<file path="src/link_cfg_pkg.sv">
/*
 * Constants for the gigabit link-configuration block: register map, field
 * positions, reset values and ordered-set symbol codes.
 * Assumes a 32-bit APB bus with byte addresses in paddr[7:0].
 */
package link_cfg_pkg;
    // Register byte offsets
    localparam logic [7:0]  OFS_CTRL             = 8'h00;
    localparam logic [7:0]  OFS_STATUS           = 8'h08;
    localparam logic [7:0]  OFS_TX_WORD          = 8'h10;
    localparam logic [7:0]  OFS_RX_WORD          = 8'h14;
    localparam logic [7:0]  OFS_ICR              = 8'h18;

    // Control register fields
    localparam int          CTRL_SET_LINK_UP_BIT = 0;
    localparam int          CTRL_RX_FC_BIT       = 1;
    localparam int          CTRL_TX_FC_BIT       = 2;
    localparam int          CTRL_PHY_MODE_BIT    = 3;
    localparam int          CTRL_WIDTH           = 4;
    localparam logic [3:0]  CTRL_RESET           = 4'h0;

    // Status register fields
    localparam int          STAT_LINK_UP_BIT     = 0;
    localparam int          STAT_NOSIG_BIT       = 1;
    localparam int          STAT_SYNC_BIT        = 2;
    localparam int          STAT_PHY_LINK_BIT    = 3;
    localparam int          STAT_TX_FC_BIT       = 4;
    localparam int          STAT_RX_FC_BIT       = 5;

    // Transmit configuration word register fields
    localparam int          TXW_SEND_CFG_BIT     = 30;
    localparam int          TXW_HW_NEG_BIT       = 31;
    localparam int          ADV_NEXT_PAGE_BIT    = 15;
    localparam int          ADV_ACK_BIT          = 14;
    localparam int          ADV_RF_MSB           = 13;
    localparam int          ADV_RF_LSB           = 12;
    localparam int          ADV_ASYM_PAUSE_BIT   = 8;
    localparam int          ADV_PAUSE_BIT        = 7;
    localparam int          ADV_HALF_DUPLEX_BIT  = 6;
    localparam int          ADV_FULL_DUPLEX_BIT  = 5;
    localparam logic [31:0] TXW_WRITE_MASK       = 32'hc000_ffff;
    localparam logic [31:0] TXW_RESET            = 32'h0000_01a0;

    // Receive configuration word register fields
    localparam int          RXW_CFG_ACTIVE_BIT   = 29;
    localparam int          RXW_SYNC_BIT         = 30;

    // Interrupt cause register fields
    localparam int          ICR_CFG_RX_BIT       = 0;

    // Ordered-set symbols
    localparam logic [7:0]  SYM_COMMA            = 8'hbc;
    localparam logic [7:0]  SYM_CFG1             = 8'hb5;
    localparam logic [7:0]  SYM_CFG2             = 8'h42;
    localparam logic [7:0]  SYM_IDLE             = 8'h50;

    // Synchronised pin order
    localparam int          PIN_NOSIG            = 0;
    localparam int          PIN_PHY_LINK         = 1;
    localparam int          PIN_RX_SYNC          = 2;
    localparam int          PIN_COUNT            = 3;
endpackage

</file>
<file path="src/config_set_tx.sv">
/*
 * Ordered-set generator: idle sets, or configuration sets carrying the
 * advertised word in symbols three and four.
 * Assumes the transceiver takes one symbol per pclk cycle.
 */
`timescale 1ns/1ps
`default_nettype none
module config_set_tx
    import link_cfg_pkg::*;
(
    input  wire logic        pclk,
    input  wire logic        presetn,
    input  wire logic        send_cfg,
    input  wire logic [15:0] word_in,
    output logic      [7:0]  tx_sym,
    output logic             tx_k
);
    logic [1:0]  pos_reg,  pos_next;
    logic        cfg_reg,  cfg_next;
    logic        alt_reg,  alt_next;
    logic [15:0] word_reg, word_next;
    logic [7:0]  sym_reg,  sym_next;
    logic        k_reg,    k_next;

    always_comb begin
        cfg_next  = cfg_reg;
        alt_next  = alt_reg;
        word_next = word_reg;
        if (pos_reg == 2'd0) begin
            cfg_next = send_cfg;
            if (send_cfg) begin
                word_next = word_in;
                alt_next  = ~alt_reg;
            end
        end
        if (cfg_next)
            pos_next = pos_reg + 2'd1;
        else
            pos_next = (pos_reg == 2'd0) ? 2'd1 : 2'd0;
        k_next = (pos_reg == 2'd0);
        unique case (pos_reg)
            2'd0: sym_next = SYM_COMMA;
            2'd1: sym_next = cfg_next ? (alt_next ? SYM_CFG1 : SYM_CFG2) : SYM_IDLE;
            2'd2: sym_next = word_next[7:0];
            2'd3: sym_next = word_next[15:8];
        endcase
    end

    always_ff @(posedge pclk or negedge presetn) begin
        if (!presetn) begin
            pos_reg  <= 2'd0;
            cfg_reg  <= 1'b0;
            alt_reg  <= 1'b0;
            word_reg <= 16'h0000;
            sym_reg  <= SYM_COMMA;
            k_reg    <= 1'b1;
        end else begin
            pos_reg  <= pos_next;
            cfg_reg  <= cfg_next;
            alt_reg  <= alt_next;
            word_reg <= word_next;
            sym_reg  <= sym_next;
            k_reg    <= k_next;
        end
    end

    assign tx_sym = sym_reg;
    assign tx_k   = k_reg;
endmodule // config_set_tx
`default_nettype wire

</file>
<file path="src/config_set_rx.sv">
/*
 * Ordered-set detector: finds configuration sets in the received symbol
 * stream and delivers each carried word with a one-cycle strobe.
 * Assumes the symbol stream is already retimed onto pclk.
 */
`timescale 1ns/1ps
`default_nettype none
module config_set_rx
    import link_cfg_pkg::*;
(
    input  wire logic        pclk,
    input  wire logic        presetn,
    input  wire logic        in_sync,
    input  wire logic [7:0]  rx_sym,
    input  wire logic        rx_k,
    output logic             cfg_strobe,
    output logic             idle_strobe,
    output logic      [15:0] cfg_word
);
    typedef enum logic [1:0] {HUNT, SECOND, LOW_BYTE, HIGH_BYTE} rx_state_t;

    rx_state_t   state_reg, state_next;
    logic [7:0]  low_reg,   low_next;
    logic [15:0] word_reg,  word_next;
    logic        cfg_reg,   cfg_next;
    logic        idle_reg,  idle_next;

    always_comb begin
        state_next = state_reg;
        low_next   = low_reg;
        word_next  = word_reg;
        cfg_next   = 1'b0;
        idle_next  = 1'b0;
        unique case (state_reg)
            HUNT: begin
                if (rx_k && rx_sym == SYM_COMMA)
                    state_next = SECOND;
            end
            SECOND: begin
                if (!rx_k && (rx_sym == SYM_CFG1 || rx_sym == SYM_CFG2)) begin
                    state_next = LOW_BYTE;
                end else begin
                    state_next = HUNT;
                    idle_next  = !rx_k;
                end
            end
            LOW_BYTE: begin
                low_next   = rx_sym;
                state_next = rx_k ? HUNT : HIGH_BYTE;
            end
            HIGH_BYTE: begin
                state_next = HUNT;
                if (!rx_k) begin
                    word_next = {rx_sym, low_reg};
                    cfg_next  = 1'b1;
                end
            end
        endcase
        if (!in_sync) begin
            state_next = HUNT;
            cfg_next   = 1'b0;
            idle_next  = 1'b0;
        end
    end

    always_ff @(posedge pclk or negedge presetn) begin
        if (!presetn) begin
            state_reg <= HUNT;
            low_reg   <= 8'h00;
            word_reg  <= 16'h0000;
            cfg_reg   <= 1'b0;
            idle_reg  <= 1'b0;
        end else begin
            state_reg <= state_next;
            low_reg   <= low_next;
            word_reg  <= word_next;
            cfg_reg   <= cfg_next;
            idle_reg  <= idle_next;
        end
    end

    assign cfg_strobe  = cfg_reg;
    assign idle_strobe = idle_reg;
    assign cfg_word    = word_reg;
endmodule // config_set_rx
`default_nettype wire

</file>
<file path="src/gigabit_link_config_control.sv">
/*
 * Link-configuration control of a gigabit MAC: APB register file, forced
 * link-up, software negotiation through configuration ordered sets, and
 * acceptance of an internal PHY's link indication.
 * Assumes rx_sym/rx_k are already retimed onto pclk by the transceiver;
 * loss-of-signal, PHY link and receive-sync pins are asynchronous.
 */
// Design decisions made here: the placing of the registers and the APB slave port.
`timescale 1ns/1ps
`default_nettype none
module gigabit_link_config_control
    import link_cfg_pkg::*;
(
    input  wire logic        pclk,
    input  wire logic        presetn,
    input  wire logic        psel,
    input  wire logic        penable,
    input  wire logic        pwrite,
    input  wire logic [7:0]  paddr,
    input  wire logic [31:0] pwdata,
    output logic      [31:0] prdata,
    output logic             pready,
    output logic             pslverr,
    input  wire logic        loss_of_signal_in,
    input  wire logic        phy_link_in,
    input  wire logic        rx_sync_in,
    input  wire logic [7:0]  rx_sym,
    input  wire logic        rx_k,
    output logic      [7:0]  tx_sym,
    output logic             tx_k,
    output logic             link_up_n,
    output logic             mac_data_enable,
    output logic             tx_flow_ctrl_out,
    output logic             rx_flow_ctrl_out
);
    function automatic logic reg_known(input logic [7:0] a);
        return (a == OFS_CTRL) || (a == OFS_STATUS) || (a == OFS_TX_WORD) ||
               (a == OFS_RX_WORD) || (a == OFS_ICR);
    endfunction

    // Two-stage synchronisers for the asynchronous pins
    logic [PIN_COUNT-1:0] pin_raw;
    logic [PIN_COUNT-1:0] pin_meta_reg;
    logic [PIN_COUNT-1:0] pin_sync_reg;

    assign pin_raw = {rx_sync_in, phy_link_in, loss_of_signal_in};

    genvar gi;
    generate
        for (gi = 0; gi < PIN_COUNT; gi++) begin : g_pin_sync
            always_ff @(posedge pclk or negedge presetn) begin
                if (!presetn) begin
                    pin_meta_reg[gi] <= 1'b0;
                    pin_sync_reg[gi] <= 1'b0;
                end else begin
                    pin_meta_reg[gi] <= pin_raw[gi];
                    pin_sync_reg[gi] <= pin_meta_reg[gi];
                end
            end
        end
    endgenerate

    logic nosig_sync;
    logic phy_link_sync;
    logic rx_sync;

    assign nosig_sync    = pin_sync_reg[PIN_NOSIG];
    assign phy_link_sync = pin_sync_reg[PIN_PHY_LINK];
    assign rx_sync       = pin_sync_reg[PIN_RX_SYNC];

    // Registers
    logic [CTRL_WIDTH-1:0] ctrl_reg,          ctrl_next;
    logic [31:0]           txw_reg,           txw_next;
    logic [15:0]           rxw_word_reg,      rxw_word_next;
    logic                  rx_cfg_active_reg, rx_cfg_active_next;
    logic                  config_received_irq_reg, config_received_irq_next;
    logic                  sync_prev_reg,     sync_prev_next;
    logic                  link_up_reg,       link_up_next;
    logic                  tx_fc_reg,         tx_fc_next;
    logic                  rx_fc_reg,         rx_fc_next;
    logic [31:0]           prdata_reg,        prdata_next;

    logic        set_link_up;
    logic        rx_flow_ctrl_enable;
    logic        tx_flow_ctrl_enable;
    logic        phy_mode;
    logic        hw_negotiation_enable;
    logic        send_config_sets_bit;
    logic [15:0] advertised_word_field;
    logic        asym_pause_adv;
    logic        cfg_strobe;
    logic        idle_strobe;
    logic [15:0] cfg_word;
    logic        wr_access;
    logic        sync_lost;
    logic [31:0] read_mux;

    assign set_link_up           = ctrl_reg[CTRL_SET_LINK_UP_BIT];
    assign rx_flow_ctrl_enable   = ctrl_reg[CTRL_RX_FC_BIT];
    assign tx_flow_ctrl_enable   = ctrl_reg[CTRL_TX_FC_BIT];
    assign phy_mode              = ctrl_reg[CTRL_PHY_MODE_BIT];
    assign hw_negotiation_enable = txw_reg[TXW_HW_NEG_BIT];
    assign send_config_sets_bit  = txw_reg[TXW_SEND_CFG_BIT];
    assign advertised_word_field = txw_reg[15:0];
    assign asym_pause_adv        = advertised_word_field[ADV_ASYM_PAUSE_BIT];

    assign wr_access = psel && penable && pwrite;
    assign sync_lost = sync_prev_reg && !rx_sync;

    // Configuration sets go out while software holds the send bit and PHY mode is off
    config_set_tx u_tx (
        .pclk     (pclk),
        .presetn  (presetn),
        .send_cfg (send_config_sets_bit && !phy_mode),
        .word_in  (advertised_word_field),
        .tx_sym   (tx_sym),
        .tx_k     (tx_k)
    );

    config_set_rx u_rx (
        .pclk        (pclk),
        .presetn     (presetn),
        .in_sync     (rx_sync),
        .rx_sym      (rx_sym),
        .rx_k        (rx_k),
        .cfg_strobe  (cfg_strobe),
        .idle_strobe (idle_strobe),
        .cfg_word    (cfg_word)
    );

    always_comb begin
        ctrl_next      = ctrl_reg;
        txw_next       = txw_reg;
        rxw_word_next  = rxw_word_reg;
        sync_prev_next = rx_sync;
        if (wr_access && paddr == OFS_CTRL)
            ctrl_next = pwdata[CTRL_WIDTH-1:0];
        // Word bits keep their base-page positions as written
        if (wr_access && paddr == OFS_TX_WORD)
            txw_next = pwdata & TXW_WRITE_MASK;
        // Sync loss withdraws the acknowledge the word was carrying
        if (sync_lost)
            txw_next[ADV_ACK_BIT] = 1'b0;
        if (cfg_strobe)
            rxw_word_next = cfg_word;

        // Partner sending configuration sets; set wins over clear
        rx_cfg_active_next = rx_cfg_active_reg;
        if (idle_strobe || !rx_sync)
            rx_cfg_active_next = 1'b0;
        if (cfg_strobe)
            rx_cfg_active_next = 1'b1;
        config_received_irq_next = config_received_irq_reg;
        if (wr_access && paddr == OFS_ICR && pwdata[ICR_CFG_RX_BIT])
            config_received_irq_next = 1'b0;
        if (cfg_strobe)
            config_received_irq_next = 1'b1;

        if (phy_mode)
            link_up_next = set_link_up && phy_link_sync;
        else
            link_up_next = set_link_up && !hw_negotiation_enable && !nosig_sync;

        rx_fc_next = rx_flow_ctrl_enable;
        tx_fc_next = asym_pause_adv ? tx_flow_ctrl_enable : rx_flow_ctrl_enable;
    end

    always_comb begin
        read_mux = 32'h0000_0000;
        unique case (paddr)
            OFS_CTRL: read_mux[CTRL_WIDTH-1:0] = ctrl_reg;
            OFS_STATUS: begin
                read_mux[STAT_LINK_UP_BIT]  = link_up_reg;
                read_mux[STAT_NOSIG_BIT]    = nosig_sync && set_link_up;
                read_mux[STAT_SYNC_BIT]     = rx_sync;
                read_mux[STAT_PHY_LINK_BIT] = phy_link_sync && set_link_up;
                read_mux[STAT_TX_FC_BIT]    = tx_fc_reg;
                read_mux[STAT_RX_FC_BIT]    = rx_fc_reg;
            end
            OFS_TX_WORD: read_mux = txw_reg;
            OFS_RX_WORD: begin
                read_mux[15:0]               = rxw_word_reg;
                read_mux[RXW_CFG_ACTIVE_BIT] = rx_cfg_active_reg;
                read_mux[RXW_SYNC_BIT]       = rx_sync;
            end
            OFS_ICR: read_mux[ICR_CFG_RX_BIT] = config_received_irq_reg;
            default: read_mux = 32'h0000_0000;
        endcase
        prdata_next = prdata_reg;
        if (psel && !penable && !pwrite)
            prdata_next = read_mux;
    end

    always_ff @(posedge pclk or negedge presetn) begin
        if (!presetn) begin
            ctrl_reg                <= CTRL_RESET;
            txw_reg                 <= TXW_RESET;
            rxw_word_reg            <= 16'h0000;
            rx_cfg_active_reg       <= 1'b0;
            config_received_irq_reg <= 1'b0;
            sync_prev_reg           <= 1'b0;
            link_up_reg             <= 1'b0;
            tx_fc_reg               <= 1'b0;
            rx_fc_reg               <= 1'b0;
            prdata_reg              <= 32'h0000_0000;
        end else begin
            ctrl_reg                <= ctrl_next;
            txw_reg                 <= txw_next;
            rxw_word_reg            <= rxw_word_next;
            rx_cfg_active_reg       <= rx_cfg_active_next;
            config_received_irq_reg <= config_received_irq_next;
            sync_prev_reg           <= sync_prev_next;
            link_up_reg             <= link_up_next;
            tx_fc_reg               <= tx_fc_next;
            rx_fc_reg               <= rx_fc_next;
            prdata_reg              <= prdata_next;
        end
    end

    assign prdata           = prdata_reg;
    assign pready           = 1'b1;
    assign pslverr          = psel && penable && !reg_known(paddr);
    assign link_up_n        = !link_up_reg;
    assign mac_data_enable  = link_up_reg;
    assign tx_flow_ctrl_out = tx_fc_reg;
    assign rx_flow_ctrl_out = rx_fc_reg;
endmodule // gigabit_link_config_control
`default_nettype wire

</file>
<file path="config.mk">
export PLATFORM = sky130hd
export DESIGN_NAME = gigabit_link_config_control
export DESIGN_NICKNAME = d
export VERILOG_FILES = /design/src/link_cfg_pkg.sv /design/src/config_set_tx.sv /design/src/config_set_rx.sv /design/src/gigabit_link_config_control.sv
export SDC_FILE = /design/constraint.sdc
export NUM_CORES = 1
export LEC_CHECK = 0
export BUFFER_PORTS_ARGS = -buffer_cell sky130_fd_sc_hd__buf_4
export CAP_MARGIN = 20
export CORE_MARGIN = 2
export CORE_UTILIZATION = 55
export DETAILED_ROUTE_END_ITERATION = 7
export HOLD_SLACK_MARGIN = 0.15
export PLACE_DENSITY_LB_ADDON = 0.3
export SLEW_MARGIN = 20
export SYNTH_ARGS = -nofsm -noshare
export SYNTH_HDL_FRONTEND = slang
export SYNTH_HIERARCHICAL = 1
export SYNTH_SLANG_ARGS = --single-unit
export TNS_END_PERCENT = 50
</file>
<file path="constraint.sdc">
create_clock -name pclk -period 1.9 [get_ports pclk]
set_input_delay 0.38 -clock pclk [delete_from_list [all_inputs] [get_ports pclk]]
set_output_delay 0.38 -clock pclk [all_outputs]
set_load 0.05 [all_outputs]
</file>
### Yosys cells after proc, flatten, opt, wreduce, memory -nomap -nowiden

Cells that the tools add are included.

| word-level totals | value |
|---|---|
| register bits after elaboration | 139 |
| bits of input ports | 57 |
| output and inout bits | 47 |
| word-level logic and storage cells | 119 |

| cells by class | value |
|---|---|
| add/sub/neg operators | 1 |
| equality and inequality tests | 14 |
| mux-type cells | 35 |
| bitwise operators | 2 |
| reduce and logical (&&, ||, !) cells | 39 |

Operators with widths:

| kind | count |
|---|---|
| $mux W16 | 2 |
| $pmux W8 S4 | 1 |
| $eq A8 B5 Y1 const B | 3 |
| $pmux W10 S2 | 1 |
| $mux W1 | 18 |
| $logic_and A1 B1 Y1 | 17 |
| $eq A8 B8 Y1 const B | 2 |
| $mux W8 | 2 |
| $mux W15 | 1 |
| $pmux W3 S4 | 1 |
| $mux W2 | 5 |
| $logic_not A1 Y1 | 9 |
| $eq A2 B2 Y1 const B | 4 |
| $eq A8 B4 Y1 const B | 1 |
| $eq A8 B7 Y1 const B | 1 |
| $logic_not A8 Y1 | 1 |
| $pmux W2 S4 | 1 |
| $logic_or A1 B1 Y1 | 6 |
| $pmux W2 S3 | 1 |
| $reduce_bool A2 Y1 | 3 |
| $pmux W1 S5 | 1 |
| $eq A2 B1 Y1 const B | 2 |
| $logic_not A2 Y1 | 2 |
| $pmux W2 S2 | 1 |
| other kinds (4) | 5 |

### Depth between registers and ports, before layout

| logic depth | value |
|---|---|
| word-level depth | 7 |
| gate-level depth with buffers | 7 |

### Hierarchy

Netlist, hierarchy kept.

By module, submodules not included:

| module | instances | cells an instance | area each (µm²) |
|---|---|---|---|
| gigabit_link_config_control | 1 | 243 | 2989.1 |
| config_set_tx | 1 | 115 | 1378.8 |
| config_set_rx | 1 | 73 | 1172.4 |

### Worst setup path after synthesis

Ideal clock, no wire load.

| timing | value |
|---|---|
| path type | input to register |
| start | in paddr[5] |
| end | reg txw_reg[10] |
| library setup time | 0.125 ns |
| arrival time | 1.968 ns |
| required time | 1.775 ns |
| slack | -0.192 ns |
| stages | 4 |
| path through | or4b_4 -> nor4_4 -> buf_6 -> mux2_2 |

| on the way | value |
|---|---|
| longest elaborated chain between the ends | 2 |

RTL lines:

| what | line | source |
|---|---|---|
| start, declared | gigabit_link_config_control.sv:19 | `input wire logic [7:0] paddr,` |
| $eq A8 B5 Y1 | gigabit_link_config_control.sv:139 | `if (wr_access && paddr == OFS_TX_WORD)` |
| $logic_and A1 B1 Y1 | gigabit_link_config_control.sv:139 |  |
| end signal, assigned | gigabit_link_config_control.sv:208 | `txw_reg <= txw_next;` |
| end, declared | gigabit_link_config_control.sv:73 | `logic [31:0] txw_reg, txw_next;` |

Every way passes these cells.
A chain may end at the register's enable or synchronous reset.

### Final worst setup path

| timing | value |
|---|---|
| start | reg u_tx.pos_reg[0] |
| end | reg u_tx.sym_reg[4], in the netlist u_tx/tx_sym[4] |

| on the way | value |
|---|---|
| longest elaborated chain between the ends | 5 |
| elaborated cells between the ends (all ways) | 10 |

RTL lines:

| what | line | source |
|---|---|---|
| start, declared | config_set_tx.sv:18 | `logic [1:0] pos_reg, pos_next;` |
| start signal, assigned | config_set_tx.sv:58 | `pos_reg <= pos_next;` |
| $logic_not A2 Y1 | config_set_tx.sv:29, config_set_tx.sv:41 |  |
| $mux W1 | config_set_tx.sv:29 | `if (pos_reg == 2'd0) begin` |
| $mux W8 (2 in series) | config_set_tx.sv:43 | `2'd1: sym_next = cfg_next ? (alt_next ? SYM_CFG1 : SYM_CFG2) : SYM_IDLE;` |
| $pmux W8 S4 * | config_set_tx.sv:41 | `unique case (pos_reg)` |
| named net u_tx.sym_next[4] | config_set_tx.sv:22 | `logic [7:0] sym_reg, sym_next;` |
| end signal, assigned | config_set_tx.sv:62 | `sym_reg <= sym_next;` |
| end, declared | config_set_tx.sv:22 |  |

Mark *: on every way through the listed nets, which the timed path passes. The rest lies on a longest branch.

==> impl_metrics.py <==
metrics = {
    "grt": {
        "antenna_found_initial": 0,
        "track_usage_pct": 24.6,
        "grt_pass1_wl_um": 20600,
        "grt_pass1_vias": 3916,
        "grt_max_degree": 46,
        "grt_overflow_total": 0,
    },
    "finish": {
        "final_nets": 617,
        "fillerInstances": 644,
        "design_area_mm2": 0.00718,
        "multi_input_area_mm2": 0.00216,
        "instances_no_fill": 701,
        "largest_reg_flops": 19,
        "drive_gt1_share_pct": 39.4,
        "register_area_mm2": 0.00316,
        "syn_to_final_growth_pct": 29.6,
        "n_antenna_cell": 0,
    },
    "pwr": {
        "power_switching_mw": 1.81,
        "p_seq_share_pct": 41.2,
        "p_int_mw": 5.27,
        "switching_share_pct": 25.5,
        "ir_worst_vdd_mv": 0.718,
        "powerDensity_mw_per_mm2": 985,
        "comb_power_share_pct": 14.1,
        "pwr-share-clk_pct": 44.8,
        "power_mw": 7.07,
        "p_leak_nw": 3.59,
    },
    "routing": {
        "drt-vias-per-instance": 5.52,
        "ant_nets": 0,
        "wl_per_cell_um": 17.9,
        "drtPass1Iterations": 5,
        "drt_iter0_markers": 195,
        "remaining_drc_errors": 0,
        "vias": 3868,
        "wl_um": 12500,
    },
    "placed_design": {
        "hpwl_um": 8470,
        "dpl_worst_slack_ps": -66.3,
        "place_area_mm2": 0.00626,
        "port_buffers": 75,
        "dp_cells": 637,
        "gp_congestion": 0.867,
    },
    "clocking": {
        "cts_buffers": 17,
        "path_clk_slew_ps": 60,
        "cts_root_buf": "clkbuf_8",
        "h-tree-depth": 4,
        "cts_tree": "built",
        "clock_latency_ps": 510,
        "cts_sinks": 126,
        "cts_buffer_depth": 2,
    },
    "timing": {
        "worstMarginPinSlew_ps": 881,
        "max_slew_margin_pct": 41.2,
        "finalSetupViolCount": 0,
        "maxSlewViolCount": 0,
        "min_period_ps": 1820,
        "finalSetupTns_ps": 0,
        "hold_violations": 0,
        "clock_skew_ps": 5.57,
        "fmax_mhz": 550,
        "rsz0062_at_grt": "false",
        "setup_ws_ps": 81.0,
        "finalCritPeriodShare_pct": 95.7,
    },
    "logic_synthesis": {
        "synthTopCellsByArea": "dfrtp_1, mux2_2, dfstp_2, mux2_4, nor2_1",
        "yosysMostFrequentCell": "dfrtp_1",
        "ys_ff_latch": 126,
        "synth_seq_area_share_pct": 57.1,
        "synthDominantCellAreaShare_pct": 52.8,
        "synthDistinctLibCells": 64,
        "syn_inst": 431,
        "async_reset_ff_share_pct": 100,
        "syn_avg_cell_area_um2": 12.9,
        "synth_top_area_cell": "dfrtp_1",
        "ys.flop_type": "dfrtp_1",
        "yosysWarnings": 6,
        "synthesis.area_mm2": 0.00554,
        "synth_edf_count": 0,
        "yosys-top-cells-count": "dfrtp_1, mux2_2, nor2_1",
    },
    "setup_path": {
        "end_kind": "flop",
        "critPathKind": "reg -> reg",
        "path_delay_family": "compound AO/OA/AOI/OAI gates",
        "critical_path.cell_chain": "inv_1 -> ha_2 -> buf_4 -> and4_1 -> a311o_1 -> a211o_1",
        "worstPathArrival_ps": 2250,
        "crit_buf_inv": 2,
        "critical_path.max_fanout": 15,
        "critPathMaxStageDelay_ps": 390,
        "required_ps": 2330,
        "start_kind": "flop",
        "slowest_stage": "dfrtp_1",
    },
    "die": {
        "die_area_mm2": 0.0109,
        "start_util_pct": 56.7,
        "num_rows": 36,
        "core_area_mm2": 0.00977,
        "ios": 104,
        "dieHeight_um": 104,
        "die_w_um": 104,
    },
    "job": {
        "maxCapViolCount": 0,
    },
    "outcome": {
        "outcome": "completed",
    },
    "hold_path": {
        "min_path_type": "in -> reg",
    },
}
stage by stage:
stage	hold WS [ps]	util, %
3_3_place_gp	319	64.1
6_report	171	73.5
5_1_grt	155	73.5
4_1_cts	162	73.2
2_1_floorplan	84.4	-
3_5_place_dp	324	64.1
worst paths after layout:
check	start	depth (start not counted)	slack, ps	end
min in group asynchronous	presetn	2	340	prdata[3]$_DFFE_PN0P_
worst max-delay path	u_tx/pos_reg[0]$_DFF_PN0_	6	80	u_tx/tx_sym[4]$_DFF_PN1_
max in group asynchronous	presetn	3	890	u_tx/tx_sym[5]$_DFF_PN1_
worst max register to register	u_tx/pos_reg[0]$_DFF_PN0_	6	80	u_tx/tx_sym[4]$_DFF_PN1_
worst min register to register	pin_meta_reg[0]$_DFF_PN0_	0	350	nosig_sync$_DFF_PN0_
worst min-delay path	pwdata[14]	3	170	txw_reg[14]$_DFFE_PN0P_
layout make-up:
class | count | area share, %
Sequential cell | 126 | 44.1
Multi-Input combinational cell | 270 | 30.0
Timing Repair Buffer | 127 | 14.7
Clock buffer | 22 | 6.31
Tap cell | 133 | 2.32
Clock inverter | 10 | 1.92
Inverter | 13 | 0.680
power by group through the flow:
stage	clock, mW	sequential (mW)	combinational [mW]
floorplan	0	3.19	0.359
CTS	3.23	2.91	0.978
finish	3.17	2.91	0.996
global placement	0	2.95	0.908
global route	3.36	2.92	1.06
detailed placement	0	2.95	0.923
routing by layer:
layer | part of all wire, % | wire length (um) | track usage [%] | vias up
met5 | 0 | 0 | 0 | -
met4 | 1.5 | 192 | 8.01 | 0
met3 | 4.3 | 536 | 6.58 | 17
met2 | 50 | 6280 | 39.2 | 124
met1 | 44 | 5530 | 32.8 | 1954
li1 | - | - | - | 1773
worst min-delay path, stage by stage:
cell     delay [ps]
buf_4            80
mux2i_1          60
a21oi_1         110
logic make-up after synthesis:
group / after synthesis / share of synthesized area (%)
other cells: 2 / 0.136
mux: 78 / 16.7
compound gates: 66 / 9.10
fa+ha+maj: 5 / 1.13
simple gates: 107 / 10.6
buf+inv: 47 / 5.15
flops: 126 / 57.1
cell usage in the layout, fill, tap and decap left out, types with 4 or more instances in the layout:
cell type,instances
a21boi_0,6
a21oi_1,7
a221oi_1,11
a22o_1,4
and3_1,6
buf_4,95
clkbuf_16,16
conb_1,14
dfrtp_1,117
dfstp_2,9
dlygate4sd3_1,30
ha_1,4
inv_1,13
mux2_2,58
mux2_4,12
mux2i_1,6
nand2_1,16
nand3_1,6
nor2_1,31
nor2b_1,8
nor3_1,8
o21ai_0,10
or2_2,6
timing repair:
| action | CTS | global route |
|---|---|---|
| endpoints found under the setup margin | 1 | 3 |
| setup buffers | 0 | 2 |
| hold endpoints to repair | 135 | 0 |
| hold buffers | 30 | 0 |
| resized for setup | 1 | 2 |
Note: power is estimated with default switching activity, not from simulation.
